## src/core/cfs_pkg.sv

```systemverilog
// package: register map, field positions and encodings of the fault status logic
package cfs_pkg;
	localparam int ADDR_W = 8;
	localparam logic [7:0] OFF_STATUS = 8'h28;
	localparam logic [7:0] OFF_CONTROL = 8'h24;
	localparam logic [7:0] OFF_CONFIG = 8'h14;
	localparam logic [7:0] OFF_MEM_ADDR = 8'h34;
	localparam logic [7:0] OFF_BUS_ADDR = 8'h38;
	localparam logic [7:0] OFF_ESCALATE = 8'h2C;
	localparam int B_IACC = 0;
	localparam int B_DACC = 1;
	localparam int B_MUNSTK = 3;
	localparam int B_MSTK = 4;
	localparam int B_MLSP = 5;
	localparam int B_MVALID = 7;
	localparam int B_IBUS = 8;
	localparam int B_PREC = 9;
	localparam int B_IMPREC = 10;
	localparam int B_UNSTK = 11;
	localparam int B_STK = 12;
	localparam int B_LSP = 13;
	localparam int B_BVALID = 15;
	localparam int B_UNDEF = 16;
	localparam int B_INVST = 17;
	localparam int B_INVALID_PC_LOAD_FAULT = 18;
	localparam int B_NO_COPROCESSOR_FAULT = 19;
	localparam int B_UNAL = 24;
	localparam int B_DIVZ = 25;
	localparam logic [31:0] STATUS_MASK = 32'h030F_BFBB;
	localparam logic [31:0] STATUS_RESET = 32'h0000_0000;
	// control register layout: enables 18:16, pending 15:12, active 11:0
	localparam logic [31:0] CONTROL_MASK = 32'h0007_FD8B;
	localparam logic [31:0] CONTROL_RESET = 32'h0000_0000;
	localparam int C_MEM_ENA = 16;
	localparam int C_BUS_ENA = 17;
	localparam int C_USG_ENA = 18;
	localparam int C_USG_PEND = 12;
	localparam int C_MEM_PEND = 13;
	localparam int C_BUS_PEND = 14;
	localparam int C_MEM_ACT = 0;
	localparam int C_BUS_ACT = 1;
	localparam int C_USG_ACT = 3;
	localparam int G_UNALIGN_TRAP = 3;
	localparam int G_DIV0_TRAP = 4;
	localparam logic [31:0] CONFIG_MASK = 32'h0000_0018;
	// byte size codes of the access port
	localparam logic [1:0] SZ_BYTE = 2'h0;
	localparam logic [1:0] SZ_HALF = 2'h1;
	localparam logic [1:0] SZ_WORD = 2'h2;
	typedef struct packed {
		logic [31:0] status;
		logic [31:0] control;
		logic [31:0] config_r;
		logic [31:0] mem_addr;
		logic [31:0] bus_addr;
		logic [31:0] escalate;
		logic [31:0] rdata;
		logic [3:0] prio_cur;
		logic [3:0] prio_bus;
	} cfs_state_t;
endpackage

```

## src/core/cfs_fault_status.sv

```systemverilog
// fault status capture, fault address loading and handler control
`timescale 1ns/10ps
module cfs_fault_status (
	input wire logic ref_clk, // 10 MHz clock
	input wire logic reset, // synchronous, active high
	input wire logic [cfs_pkg::ADDR_W-1:0] reg_addr, // byte address
	input wire logic [1:0] reg_size, // byte, halfword or word
	input wire logic [31:0] reg_wdata, // write data, lane aligned
	input wire logic reg_wr, // write strobe
	input wire logic reg_rd, // read strobe
	output logic [31:0] reg_rdata, // read data, cycle after strobe
	input wire logic ev_fetch_xn, // fetch from no-execute region
	input wire logic ev_data_viol, // load/store permission violation
	input wire logic [31:0] ev_data_addr, // attempted data address
	input wire logic ev_mem_unstack, // unstacking access violation
	input wire logic ev_mem_stack, // stacking access violation
	input wire logic ev_mem_lazy, // lazy fp access violation
	input wire logic ev_ibus_issue, // prefetch-errored instruction issued
	input wire logic ev_precise, // precise data bus error
	input wire logic [31:0] ev_bus_addr, // faulting bus address
	input wire logic ev_imprecise, // imprecise data bus error
	input wire logic ev_bus_unstack, // unstacking bus fault
	input wire logic ev_bus_stack, // stacking bus fault
	input wire logic ev_bus_lazy, // lazy fp bus fault
	input wire logic ev_undef, // undecodable instruction executed
	input wire logic ev_state, // illegal execution state use
	input wire logic ev_exception_return_value, // illegal exception return load
	input wire logic ev_coproc, // coprocessor access attempted
	input wire logic ev_unaligned, // unaligned single access
	input wire logic ev_unaligned_multi, // unaligned multiple/doubleword
	input wire logic ev_div_zero, // divide with zero divisor
	input wire logic [3:0] cur_priority, // current execution priority
	input wire logic [3:0] bus_priority, // bus fault handler priority
	input wire logic handler_return, // core returned from a handler
	output logic hard_fault_req, // one-cycle escalation to hard fault
	output logic mem_fault_req, // memory management fault taken
	output logic bus_fault_req, // bus fault taken
	output logic usage_fault_req, // usage fault taken
	output logic stack_return_to_fault, // stacked pc is faulting instr
	output logic stack_adjust_sp, // stacking still adjusts sp
	output logic mem_fault_active // memory fault handler active
);
	import cfs_pkg::*;

	cfs_state_t cur, nxt;
	logic [31:0] set_mask;
	logic [31:0] wmask;
	logic [31:0] wlane;
	logic mem_ev, bus_ev, usg_ev, imprec_held;

	//////////////////////////////////////////////////////////////////////
	// lane mask of an access; decoded for status, control and config
	function automatic logic [31:0] lane_mask(input logic [7:0] a, input logic [1:0] sz);
		logic [31:0] m;
		m = 32'h0000_0000;
		case (sz)
			SZ_BYTE: m = 32'h0000_00FF << {a[1:0], 3'h0};
			SZ_HALF: m = a[1] ? 32'hFFFF_0000 : 32'h0000_FFFF;
			default: m = 32'hFFFF_FFFF;
		endcase
		return m;
	endfunction

	function automatic logic hit(input logic [7:0] a, input logic [7:0] off);
		return a[7:2] == off[7:2];
	endfunction

	//////////////////////////////////////////////////////////////////////
	always_comb begin
		wmask = lane_mask(reg_addr, reg_size);
		// byte and halfword data sits in its own lanes
		wlane = reg_wdata & wmask;
		set_mask = 32'h0000_0000;
		set_mask[B_IACC] = ev_fetch_xn;
		set_mask[B_DACC] = ev_data_viol;
		set_mask[B_MUNSTK] = ev_mem_unstack;
		set_mask[B_MSTK] = ev_mem_stack;
		set_mask[B_MLSP] = ev_mem_lazy;
		set_mask[B_IBUS] = ev_ibus_issue;
		set_mask[B_PREC] = ev_precise;
		set_mask[B_IMPREC] = ev_imprecise;
		set_mask[B_UNSTK] = ev_bus_unstack;
		set_mask[B_STK] = ev_bus_stack;
		set_mask[B_LSP] = ev_bus_lazy;
		set_mask[B_UNDEF] = ev_undef;
		set_mask[B_INVST] = ev_state & ~ev_undef;
		set_mask[B_INVALID_PC_LOAD_FAULT] = ev_exception_return_value;
		set_mask[B_NO_COPROCESSOR_FAULT] = ev_coproc;
		set_mask[B_UNAL] = (ev_unaligned & cur.config_r[G_UNALIGN_TRAP]) | ev_unaligned_multi;
		set_mask[B_DIVZ] = ev_div_zero & cur.config_r[G_DIV0_TRAP];
		mem_ev = |set_mask[7:0];
		bus_ev = |set_mask[15:8];
		usg_ev = |set_mask[25:16];
		// imprecise error waits while a higher priority handler runs
		imprec_held = ev_imprecise & (cur_priority < bus_priority);

		nxt = cur;
		nxt.prio_cur = cur_priority;
		nxt.prio_bus = bus_priority;
		// write one to clear; new events win over the clear
		if (reg_wr && hit(reg_addr, OFF_STATUS))
			nxt.status = cur.status & ~wlane;
		nxt.status = (nxt.status | set_mask) & STATUS_MASK;
		if (ev_data_viol) begin
			nxt.mem_addr = ev_data_addr;
			nxt.status[B_MVALID] = 1'b1;
		end
		if (ev_precise) begin
			nxt.bus_addr = ev_bus_addr;
			nxt.status[B_BVALID] = 1'b1;
		end else if (ev_data_viol)
			nxt.status[B_BVALID] = 1'b0;
		if (reg_wr && hit(reg_addr, OFF_CONTROL))
			nxt.control = (cur.control & ~(wmask & CONTROL_MASK)) | (wlane & CONTROL_MASK);
		if (reg_wr && hit(reg_addr, OFF_CONFIG))
			nxt.config_r = (cur.config_r & ~(wmask & CONFIG_MASK)) | (wlane & CONFIG_MASK);
		if (reg_wr && hit(reg_addr, OFF_ESCALATE))
			nxt.escalate = cur.escalate & ~wlane;
		if (mem_ev & ~cur.control[C_MEM_ENA])
			nxt.escalate[0] = 1'b1;
		if (bus_ev & ~cur.control[C_BUS_ENA])
			nxt.escalate[0] = 1'b1;
		if (usg_ev & ~cur.control[C_USG_ENA])
			nxt.escalate[0] = 1'b1;
		if (mem_ev & cur.control[C_MEM_ENA])
			nxt.control[C_MEM_PEND] = 1'b1;
		if ((bus_ev & ~imprec_held | set_mask[B_PREC]) & cur.control[C_BUS_ENA])
			nxt.control[C_BUS_PEND] = 1'b1;
		if (ev_imprecise & imprec_held & cur.control[C_BUS_ENA])
			nxt.control[C_BUS_PEND] = 1'b1;
		if (usg_ev & cur.control[C_USG_ENA])
			nxt.control[C_USG_PEND] = 1'b1;

		nxt.rdata = 32'h0000_0000;
		if (reg_rd) begin
			case (1'b1)
				hit(reg_addr, OFF_STATUS): nxt.rdata = cur.status & STATUS_MASK & wmask;
				hit(reg_addr, OFF_CONTROL): nxt.rdata = cur.control & wmask;
				hit(reg_addr, OFF_CONFIG): nxt.rdata = cur.config_r & wmask;
				hit(reg_addr, OFF_MEM_ADDR): nxt.rdata = cur.mem_addr;
				hit(reg_addr, OFF_BUS_ADDR): nxt.rdata = cur.bus_addr;
				hit(reg_addr, OFF_ESCALATE): nxt.rdata = cur.escalate;
				default: nxt.rdata = 32'h0000_0000;
			endcase
		end
	end

	always_ff @(posedge ref_clk) begin
		if (reset) begin
			cur.status <= STATUS_RESET;
			cur.control <= CONTROL_RESET;
			cur.config_r <= 32'h0000_0000;
			cur.mem_addr <= 32'h0000_0000;
			cur.bus_addr <= 32'h0000_0000;
			cur.escalate <= 32'h0000_0000;
			cur.rdata <= 32'h0000_0000;
			cur.prio_cur <= 4'h0;
			cur.prio_bus <= 4'h0;
		end else begin
			cur <= nxt;
		end
	end

	//////////////////////////////////////////////////////////////////////
	assign reg_rdata = cur.rdata;
	assign hard_fault_req = (mem_ev & ~cur.control[C_MEM_ENA]) | (bus_ev & ~cur.control[C_BUS_ENA])
		| (usg_ev & ~cur.control[C_USG_ENA]);
	assign mem_fault_req = mem_ev & cur.control[C_MEM_ENA];
	// held imprecise error is released by a handler return
	assign bus_fault_req = cur.control[C_BUS_ENA] & ((bus_ev & ~imprec_held)
		| (handler_return & cur.control[C_BUS_PEND] & (cur.prio_cur >= cur.prio_bus)));
	assign usage_fault_req = usg_ev & cur.control[C_USG_ENA];
	// stacked pc points at the faulting instruction
	assign stack_return_to_fault = ev_fetch_xn | ev_data_viol | ev_precise | ev_undef
		| (ev_state & ~ev_undef) | ev_exception_return_value | ev_div_zero;
	// unstacking faults keep sp; stacking faults still adjust it
	assign stack_adjust_sp = (ev_mem_stack | ev_bus_stack) & ~(ev_mem_unstack | ev_bus_unstack);
	assign mem_fault_active = cur.control[C_MEM_ACT];
endmodule

```

## config.mk

```make
export PLATFORM = sky130hd
export DESIGN_NAME = cfs_fault_status
export DESIGN_NICKNAME = d
export VERILOG_FILES = /design/src/core/cfs_pkg.sv /design/src/core/cfs_fault_status.sv
export SDC_FILE = /design/constraint.sdc
export NUM_CORES = 1
export LEC_CHECK = 0
export BUFFER_PORTS_ARGS = -buffer_cell sky130_fd_sc_hd__buf_2
export CAP_MARGIN = 40
export CORE_MARGIN = 2
export CORE_UTILIZATION = 55
export DETAILED_ROUTE_END_ITERATION = 8
export MAX_ROUTING_LAYER = met4
export PLACE_DENSITY = 0.82
export RECOVER_POWER = 100
export SLEW_MARGIN = 10
export SYNTH_ARGS = -nofsm -noshare
export SYNTH_HDL_FRONTEND = slang
export SYNTH_SLANG_ARGS = --single-unit
```

## constraint.sdc

```tcl
create_clock -name ref_clk -period 4.65 [get_ports ref_clk]
set_input_delay 0.93 -clock ref_clk [delete_from_list [all_inputs] [get_ports ref_clk]]
set_output_delay 0.93 -clock ref_clk [all_outputs]
set_load 0.01 [all_outputs]
```

== Yosys cells after proc, flatten, opt, wreduce, memory -nomap -nowiden ==
Index checks and enable logic that the tools add are counted.
W data, S select, Z words.
Cells by class
  shift operators: 1
  multiplexer cells: 21
  magnitude comparators: 2
  reductions and logical operators: 13
  eq/ne operators: 7
  bitwise logic cells: 51
Operators with widths (count)
  $mux W32: 7
  $and A32 B32 Y32: 6
  $pmux W32 S2: 1
  $and A26 B32 Y32: 1
  $not A19 Y32: 1
  $not A32 Y32: 1
  $not A5 Y32: 1
  $or A32 B19 Y32: 1
  $or A32 B5 Y32: 1
  $shl A8 B5 Y32 const A: 1
  $eq A6 B4 Y1 const B: 5
  $and A26 B26 Y26: 1
  $mux W26: 1
  $or A26 B26 Y26: 1
  $and A1 B1 Y1: 17
  $mux W15: 1
  $or A1 B1 Y1: 13
  $reduce_or A6 Y1: 2
  $mux W1: 11
  $not A1 Y1: 7
  $eq A6 B3 Y1 const B: 1
  $reduce_or A5 Y1: 1
  $ge A4 B4 Y1: 1
  $logic_and A1 B1 Y1: 4
  other kinds (7): 8
Storage, ports and cells
  input port bits: 137
  output and inout bits: 39
  flip-flop bits (word level): 219
  logic and storage cells: 108

== Logic depth before layout (Yosys ltp) ==
Gate-level depths: netlist (run 1).
  depth in word-level cells: 9
  gate-level depth with buffers: 7
  depth with buffers taken out: 6

== Worst setup path after synthesis (run 1) ==
OpenSTA, ideal clock, no wires.
  path kind: input port to output port
  from: input port ev_data_viol
  to: output port hard_fault_req
  buffers on the path: 1
  setup slack: 1.727 ns
  data required time: 3.720 ns
  cell stages on the path: 4
  arrival time: 1.993 ns
  cell sequence: clkbuf_1 or4_1 nor2_1 o221ai_1
Between the ends
  word-level cells in the longest chain between the ends: 4
Ends and longest elaborated chain
  from (decl): line cfs_fault_status.sv:13  | input wire logic ev_data_viol,
  $reduce_or A5 Y1: line cfs_fault_status.sv:91  | mem_ev = |set_mask[7:0];
  $and A1 B1 Y1: line cfs_fault_status.sv:166  | assign hard_fault_req = (mem_ev & ~cur.control[C_MEM_ENA]) | (bus_ev & ~cur.control[C_BUS_ENA])
  $or A1 B1 Y1: line cfs_fault_status.sv:166
  $or A1 B1 Y1: line cfs_fault_status.sv:167  | | (usg_ev & ~cur.control[C_USG_ENA]);
  to (decl): line cfs_fault_status.sv:35  | output logic hard_fault_req,
Every way passes these cells.

== Worst setup path after layout (run 1) ==
  from: input port ev_data_viol
  to: output port stack_return_to_fault
Between the ends
  word-level cells in the longest chain between the ends: 6
Ends and longest elaborated chain
  $or A1 B1 Y1 (3 in a row): line cfs_fault_status.sv:174  | assign stack_return_to_fault = ev_fetch_xn | ev_data_viol | ev_precise | ev_undef
  $or A1 B1 Y1 (3 in a row): line cfs_fault_status.sv:175  | | (ev_state & ~ev_undef) | ev_exception_return_value | ev_div_zero;
  to (decl): line cfs_fault_status.sv:39  | output logic stack_return_to_fault,
Every way passes these cells.

==> results of run 1 <==
[cell usage after synthesis, types with 2 or more instances]
library cell / number / area share (%)
clkbuf_1: 34 / 1.8
nor4_1: 2 / 0.18
nor3b_1: 6 / 0.63
nand3b_1: 2 / 0.21
buf_2: 6 / 0.42
o21bai_1: 2 / 0.21
and3_1: 7 / 0.61
buf_1: 5 / 0.26
nor2b_1: 11 / 0.96
a221o_1: 14 / 2.0
a22oi_1: 6 / 0.63
dfxtp_1: 171 / 48
o21ai_0: 10 / 0.70
nand4_1: 17 / 1.5
nand3_1: 5 / 0.35
nor3_1: 4 / 0.28
nand2b_1: 33 / 2.9
buf_4: 34 / 3.6
a21oi_1: 86 / 6.0
and2_1: 3 / 0.26
nor2_1: 116 / 6.1
nand2_1: 20 / 1.1
a32oi_1: 5 / 0.61
o211ai_1: 12 / 1.3
a21o_1: 5 / 0.53
buf_6: 3 / 0.47
ha_1: 7 / 1.2
o221ai_1: 2 / 0.25
inv_1: 12 / 0.63
mux2i_1: 77 / 11
a211oi_2: 12 / 2.1
a222oi_1: 12 / 1.7
[metal layers]
| layer | share of wire, % | GRT usage, % | vias to the layer above |
|---|---|---|---|
| met3 | 9.6 | 8.04 | 57 |
| li1 | - | - | 2895 |
| met2 | 47 | 46.4 | 351 |
| met4 | 2.8 | 12.4 | 0 |
| met5 | 0 | - | - |
| met1 | 41 | 35.1 | 2846 |
[cell usage in the layout (no fill, tap or decap), types with 10 or more instances in the layout]
cell type | netlist | final
nand2b_1 | 33 | 33
o211ai_1 | 12 | 12
clkbuf_16 | 0 | 17
nor2_1 | 116 | 116
clkbuf_1 | 34 | 45
nand4_1 | 17 | 17
a222oi_1 | 12 | 12
mux2i_1 | 77 | 77
buf_2 | 6 | 134
a221o_1 | 14 | 14
nand2_1 | 20 | 20
inv_1 | 12 | 12
o21ai_0 | 10 | 10
nor2b_1 | 11 | 11
a21oi_1 | 86 | 86
dfxtp_1 | 171 | 171
[worst register-to-register path: stages, from the launching register on]
cell      delay [ps]
dfxtp_1          340
a21oi_1          260
nand4_1          200
inv_1             90
o221ai_1         180
o21ba_2          250
[how the worst max path moves through the flow]
stage,cells after the start,from,slack (ps),to
6_report,5,ev_data_viol,1050,stack_return_to_fault
5_1_grt,5,ev_data_viol,920,stack_return_to_fault
4_1_cts,6,ev_precise,1530,bus_fault_req
3_5_place_dp,7,reg_addr[7],1340,cur[212]
3_3_place_gp,7,reg_addr[7],1440,cur[212]
2_1_floorplan,4,ev_data_viol,1730,hard_fault_req
[per-stage QoR]
| stage | instance area (um2) | power, mW | worst slack (ps) |
|---|---|---|---|
| finish | 8440 | 3.46 | 1050 |
| global route | 8440 | 3.56 | 921 |
| global placement | 7840 | 1.81 | 1440 |
| detailed placement | 7850 | 1.82 | 1340 |
| floorplan | 7140 | 1.70 | 1730 |
| CTS | 8550 | 3.47 | 1530 |
[cell type report]
cell class / count / area share [%]
Tap cell: 172 / 2.55
Timing Repair Buffer: 185 / 10.6
Antenna cell: 1 / 0.0297
Clock inverter: 12 / 2.86
Inverter: 12 / 0.534
Sequential cell: 171 / 40.6
Multi-Input combinational cell: 489 / 37.5
Clock buffer: 20 / 5.41
[flip-flops by register name, indices dropped and copies added, names as in the netlist, named ones only]
name and cells:
cur 126, reg_rdata 32
[cell families after synthesis]
logic type,Yosys count
AO/OA/AOI/OAI,174
AND/OR/NAND/NOR,231
flip-flops,171
multiplexers,77
adder cells (fa/ha/maj),7
buffers and inverters,94
[power by group through the flow]
| stage | combinational (mW) | clock, mW | sequential [mW] |
|---|---|---|---|
| global placement | 0.241 | 0 | 1.57 |
| detailed placement | 0.248 | 0 | 1.57 |
| floorplan | 0.140 | 0 | 1.56 |
| finish | 0.250 | 1.67 | 1.54 |
| CTS | 0.250 | 1.68 | 1.54 |
| global route | 0.272 | 1.74 | 1.55 |
==> flow_summary.yaml, run 1 <==
synthesis:
  syn_inst: 754
  synth_compound_area_share_pct: 16.8
  yosys.area_share.xor_xnor_pct: 0
  synth-simple-area-share_pct: 16.1
  synth_top_family_by_area: "compound AO/OA/AOI/OAI gates"
  synth_edf_count: 0
  synth-adder-area-share_pct: 1.23
  muxShareOfSynthArea_pct: 10.8
  synth_area_per_cell_um2: 9.47
  syn_area_um2: 7140
  syn-num-nets: 898
  ys_ff_latch: 171
  ys.flop_type: "dfxtp_1"
  synth.distinct_cells: 45
  synth-seq-area-share_pct: 47.9
  async_reset_ff_share_pct: 0
  ys_warn_count: 0
global_routing:
  grt_pass1_vias: 6015
  grt_overflow: 0
  grt_pass1_wl_mm: 31.1
  grtUsageTotal_pct: 29.3
  grt_max_degree: 69
  antenna_found_initial: 1
route:
  drt_iter0_drc: 672
  ant_nets: 0
  drc_errors: 0
  wl_per_cell_um: 18.8
  dr.pass1.iters: 7
  vias_per_cell: 5.79
  via_count: 6149
  drt_wl_total_mm: 19.9
timing:
  max_freq_ghz: 0.278
  final-setup-viol-count: 0
  skew_ps: 9.10
  post-route-min-period_ps: 3600
  rsz0062_at_grt: "false"
  worst_pin_slew_ps: 1350
  holdWs_ps: 452
  hold_violations: 0
  slew_headroom_pct: 9.92
  period_share_pct: 77.4
  fin_tns_setup_ps: 0
  drv_slew: 0
outcome:
  status: "finished, final reports clean"
final_layout:
  area_delta_synth_final_pct: 18.2
  fin_cells: 1062
  multi_input_area_um2: 3160
  fillers: 1062
  post-route-util_pct: 66.6
  drive_gt1_share_pct: 20.5
  regArea_um2: 3420
  finalNetCount: 1020
setup_path:
  worst_path_largest_cell_delay_ps: 740
  path_cells: "buf_2, clkbuf_2, nor4_1, nand2_1, buf_2"
  cp_top_family: "buffers and inverters"
  cpMostUsedCell: "buf_2"
  reg2regPathDepth: 5
  cp-start-kind: "primary input"
  timing.rr.end: "cur[40]"
  critPathMaxFanout: 36
  worst-setup-path-type: "in2out"
  worst_setup_path_end_kind: "output pin"
  critPathBufInv: 3
  required_ps: 3720
  arrival_ps: 2670
  crit_slowest_cell: "clkbuf_2"
  reg2reg_slack_ps: 3220
worst_hold_path:
  min_from: "cur[58]"
  worstHoldPathType: "reg2reg"
  hold_end: "cur[58]"
  hold-path-cell-count: 2
die:
  die_x_um: 118
  start_util_pct: 56.4
  die_area_um2: 13900
  fp.coreArea_um2: 12700
  chipHeight_um: 118
  pin_count: 176
  num_rows: 41
place:
  dp_cells: 1029
  hpwl_mm: 13.3
  port_buffers: 175
  place_congestion: 0.875
cts:
  post_cts_resized: 0
  cts_max_level: 4
  clkLatencyLatePin_ps: 440
  path_clk_slew_ps: 60
  cts_hold_buf: 0
  post_cts_buffers: 0
  root_buffer: "clkbuf_16"
  clock_sinks: 171
  cts_tree: "done"
  cts_buffers: 17
  ctsLongestPathBuffers: 2
power_and_ir_drop:
  clkPwrFrac_pct: 48.2
  seqPwrFrac_pct: 44.6
  internal_power_mw: 2.71
  power.density_nw_per_um2: 410
  pwr-share-comb_pct: 7.2
  p_sw_mw: 0.749
  p_sw_share_pct: 21.6
  ir_worst_vdd_uv: 276
  power.leakage_nw: 3.59
run:
  cap_violations: 0
Power figures use the tool's default switching activity.
==> inputs of run 2 (changes only) <==
CORE_UTILIZATION = 53   (was 55)
PLACE_DENSITY = 0.79   (was 0.82)
clock period = 3.5 ns   (was 4.65 ns; I/O delays follow)
==> run 2 against run 1 <==
Register-to-register slack worse by 1200 ps. Sequential share of layout area is 0.44 points higher. Combinational power rose by 32%. Cell count grew 0.94%. Count of clock-buffer cells in the layout down 1. Via count decreased by 1.2%. Setup slack worse by 360 ps. Hold slack worse by 4.3 ps. Wire length is 2.9% lower. Clock power up 7%. Global-route usage is 1.6 points lower. Flip-flop and latch count is the same. Critical endpoint is now reg_rdata[8].
==> flow_summary.yaml, run 2 (synthesized netlist as in run 1, its figures left out) <==
timing:
  hold_violations: 0
  period_share_pct: 80.2
  final-setup-viol-count: 0
  drv_slew: 0
  fin_tns_setup_ps: 0
  worst_pin_slew_ps: 1380
  max_freq_ghz: 0.356
  rsz0062_at_grt: "false"
  post-route-min-period_ps: 2810
  skew_ps: 6.44
  slew_headroom_pct: 7.90
route:
  dr.pass1.iters: 5
  vias_per_cell: 5.67
  ant_nets: 0
  drt_wl_total_mm: 19.4
  drc_errors: 0
  wl_per_cell_um: 18.1
  drt_iter0_drc: 537
  via_count: 6076
power_and_ir_drop:
  power.leakage_nw: 3.54
  power.density_nw_per_um2: 498
  ir_worst_vdd_uv: 356
cts:
  post_cts_resized: 0
  root_buffer: "clkbuf_16"
  clock_sinks: 171
  cts_hold_buf: 0
  cts_tree: "done"
  cts_max_level: 4
  clkLatencyLatePin_ps: 430
  post_cts_buffers: 0
  ctsLongestPathBuffers: 2
  cts_buffers: 17
  path_clk_slew_ps: 60
final_layout:
  drive_gt1_share_pct: 21.1
  fin_cells: 1072
  final_common_cell: "dfxtp_1"
  fillers: 1183
  multi_input_area_um2: 3170
  finalNetCount: 1024
  final_cell_mix: "171 x dfxtp_1, 134 x buf_2, 116 x nor2_1, 86 x a21oi_1, 77 x mux2i_1"
  largest_register: "cur"
  regArea_um2: 3420
  largest_reg_flops: 126
  area_delta_synth_final_pct: 16.9
place:
  hpwl_mm: 13.3
  place_congestion: 0.910
  port_buffers: 175
  dp_cells: 1037
global_routing:
  grtUsageTotal_pct: 27.7
  grt.busiest_layer: "met2"
  antenna_found_initial: 3
  grt_pass1_wl_mm: 30.2
  grt_overflow: 0
  met1_usage_pct: 34.7
  grt_pass1_vias: 5946
  grt_max_degree: 127
  gr-usage-met2_pct: 43.0
  grt.met3_usage_pct: 7.98
die:
  chipHeight_um: 120
  start_util_pct: 54.1
  pin_count: 176
  die_area_um2: 14400
  num_rows: 42
  die_x_um: 120
  fp.coreArea_um2: 13200
setup_path:
  worst_setup_path_end_kind: "flop"
  cp-start-kind: "primary input"
  arrival_ps: 3120
  required_ps: 3820
  critPathMaxFanout: 16
  worst-setup-path-type: "in2reg"
worst_hold_path:
  worstHoldPathType: "in2reg"
outcome:
  status: "finished, final reports clean"
run:
  cap_violations: 0
==> run 2: per-stage QoR <==
| step | total power, mW | area [um2] | hold slack, ps | setup slack, ps | utilization (%) |
|---|---|---|---|---|---|
| after CTS | 4.19 | 8460 | 435 | 898 | 64.1 |
| after floorplan | 2.26 | 7140 | 426 | 1040 | - |
| after global placement | 2.41 | 7890 | 436 | 906 | 59.8 |
| after detailed placement | 2.42 | 7890 | 439 | 868 | 59.8 |
| final | 4.16 | 8350 | 447 | 692 | 63.3 |
| after global routing | 4.30 | 8350 | 439 | 555 | 63.3 |
==> run 2: report_power, final <==
part	switching [mW]	internal [mW]
Sequential	0.0361	2.01
Combinational	0.184	0.146
Clock	0.783	1.00
Total	1.00	3.16
==> run 2: critical path, cell delays in order <==
cell      delay, ps
clkbuf_1        110
nor4b_1         920
and3_1          800
a221o_1         220
o211ai_1         90
a211oi_1        280
==> run 2: final cells by class <==
cell class | count | share of cell area (%)
clock inverters | 13 | 1.45
clock buffers | 19 | 5.31
multi-input cells | 489 | 37.9
inverters | 12 | 0.540
repair buffers | 189 | 11.0
flip-flops and latches | 171 | 41.0
well taps | 176 | 2.64
diodes | 3 | 0.0899
==> run 2: routing by layer <==
metal | part of all wire [%] | vias to the layer above | wire length [um]
met5 | 0 | - | 0
met4 | 2.3 | 0 | 454
met3 | 8.3 | 42 | 1610
met2 | 46 | 283 | 8820
met1 | 44 | 2837 | 8480
li1 | - | 2914 | -
==> run 2: final timing paths <==
kind                 start           end  slack, ps  cells after the start
min reg2reg        cur[60]       cur[60]        450                      2
max reg2reg           flop       cur[40]       2030                      5
max            reg_addr[7]  reg_rdata[8]        690                      6
min          reg_wdata[23]       cur[63]        450                      2
==> inputs of run 3 (changes only) <==
clock period = 2.7 ns   (was 3.5 ns; I/O delays follow)
==> run 3 against run 2 <==
The flow now finishes with violations (capacitance limit, slew limit). Wire length is 2.2% higher. First-iteration DRC count is 6.1% lower. Setup slack worse by 420 ps. Non-clock buffer count is 7 higher. Cell area is 0.99% higher. Combinational power is 33% higher. Clock power is 31% higher. Hold slack worse by 170 ps. Largest cell class unchanged.
==> flow_summary.yaml, run 3 (synthesized netlist as in run 1, its figures left out) <==
setup_path:
  cp_top_family: "simple AND/OR/NAND/NOR gates"
  critPathMaxFanout: 36
  reg2reg_slack_ps: 1200
  timing.rr.end: "cur[40]"
  required_ps: 2950
  crit_slowest_cell: "clkbuf_2"
  worst-setup-path-type: "in2reg"
  arrival_ps: 2680
  reg2regPathDepth: 5
  path_cells: "clkbuf_1, or4b_4, nor3b_4, clkbuf_2, nand2_1, o21ai_0, a21oi_1"
  cp-start-kind: "primary input"
  critPathBufInv: 2
  worst_setup_path_end_kind: "flop"
  worst_path_largest_cell_delay_ps: 670
cts:
  cts_tree: "done"
  cts_buffers: 17
  post_cts_buffers: 0
  path_clk_slew_ps: 60
  clock_sinks: 171
  clkLatencyLatePin_ps: 430
  root_buffer: "clkbuf_16"
  post_cts_resized: 0
  cts_max_level: 4
  ctsLongestPathBuffers: 2
  cts_hold_buf: 0
global_routing:
  grt_pass1_wl_mm: 31.0
  grt_max_degree: 74
  grt.met3_usage_pct: 6.80
  antenna_found_initial: 1
  gr-usage-met2_pct: 45.5
  met1_usage_pct: 36.7
  grt_pass1_vias: 6040
  grt.busiest_layer: "met2"
  grtUsageTotal_pct: 28.8
  grt_overflow: 0
route:
  ant_nets: 0
  drt_iter0_drc: 504
  drc_errors: 0
  drt_wl_total_mm: 19.8
  vias_per_cell: 5.72
  via_count: 6150
  wl_per_cell_um: 18.4
  dr.pass1.iters: 7
final_layout:
  final_common_cell: "dfxtp_1"
  area_delta_synth_final_pct: 18.0
  post-route-util_pct: 63.9
  drive_gt1_share_pct: 21.7
  largest_register: "cur"
  final_cell_mix: "171 x dfxtp_1, 132 x buf_2, 116 x nor2_1, 86 x a21oi_1, 77 x mux2i_1"
  fillers: 1173
  finalNetCount: 1031
  largest_reg_flops: 126
  regArea_um2: 3420
  multi_input_area_um2: 3190
timing:
  skew_ps: 6.59
  rsz0062_at_grt: "false"
  fin_tns_setup_ps: 0
  worst_pin_slew_ps: 1650
  holdWs_ps: 278
  fin_ws_ps: 268
  hold_violations: 0
  drv_slew: 40
  post-route-min-period_ps: 2430
  slew_headroom_pct: -10.0
  period_share_pct: 90.1
  final-setup-viol-count: 0
  max_freq_ghz: 0.411
power_and_ir_drop:
  ir_worst_vdd_uv: 415
  power.density_nw_per_um2: 644
  power.leakage_nw: 3.59
worst_hold_path:
  worstHoldPathType: "in2reg"
  min_from: "reg_wdata[30]"
  hold-path-cell-count: 2
  hold_end: "cur[70]"
place:
  port_buffers: 175
  place_congestion: 0.869
  hpwl_mm: 13.8
  dpl_worst_slack_ps: 372
die:
  chipHeight_um: 120
  die_area_um2: 14400
  num_rows: 42
  die_x_um: 120
  fp.coreArea_um2: 13200
  pin_count: 176
  start_util_pct: 54.1
outcome:
  status: "finished with violations"
  violations: "capacitance limit, slew limit"
run:
  cap_violations: 1
## run 3: cell count changes in the layout (fill, tap and decap cells not counted), moves of 2 or more
| cell | delta |
|---|---|
| diode_2 | -2 |
| clkbuf_8 | +4 |
| buf_4 | +3 |
| a211oi_1 | -3 |
| a211oi_2 | +3 |
| clkinvlp_4 | -4 |
| clkbuf_1 | +3 |
| clkinv_4 | -3 |
| buf_2 | -2 |
| clkbuf_2 | +4 |
## run 3: through the flow
stage | cells | cell area, um2 | total power, mW
3_3_place_gp | 1042 | 7940 | 3.13
4_1_cts | 1075 | 8550 | 5.45
5_1_grt | 1076 | 8430 | 5.60
3_5_place_dp | 1044 | 7990 | 3.15
6_report | 1076 | 8430 | 5.43
2_1_floorplan | 754 | 7140 | 2.93
## run 3: report_power, final
group,total (mW),internal [mW],switching (mW),leakage (nW)
sequential,2.66,2.61,0.0473,1.40
combinational,0.438,0.195,0.243,1.91
clock,2.33,1.38,0.948,0.279
total,5.43,4.19,1.24,3.59
## run 3: worst max-delay path by stage
| stage | cells past startpoint | slack (ps) | from | to |
|---|---|---|---|---|
| 2_1_floorplan | 4 | 560 | ev_data_viol | hard_fault_req |
| 3_3_place_gp | 6 | 370 | reg_addr[7] | reg_rdata[4] |
| 3_5_place_dp | 8 | 370 | reg_addr[7] | cur[58] |
| 4_1_cts | 7 | 310 | cur[4] | bus_fault_req |
| 5_1_grt | 7 | 150 | reg_addr[7] | cur[224] |
| 6_report | 7 | 270 | reg_addr[7] | cur[224] |
## run 3: final cells by class
type	count	share of cell area (%)
diodes	1	0.0297
clock buffers	25	6.00
clock inverters	6	0.727
inverters	12	0.534
multi-input cells	489	37.8
flip-flops and latches	171	40.6
well taps	176	2.61
repair buffers	196	11.7
## run 3: metal layers
| layer | up-vias | share of wire [%] |
|---|---|---|
| li1 | 2908 | - |
| met3 | 32 | 8.4 |
| met5 | - | 0 |
| met4 | 0 | 1.7 |
| met1 | 2928 | 42 |
| met2 | 282 | 48 |
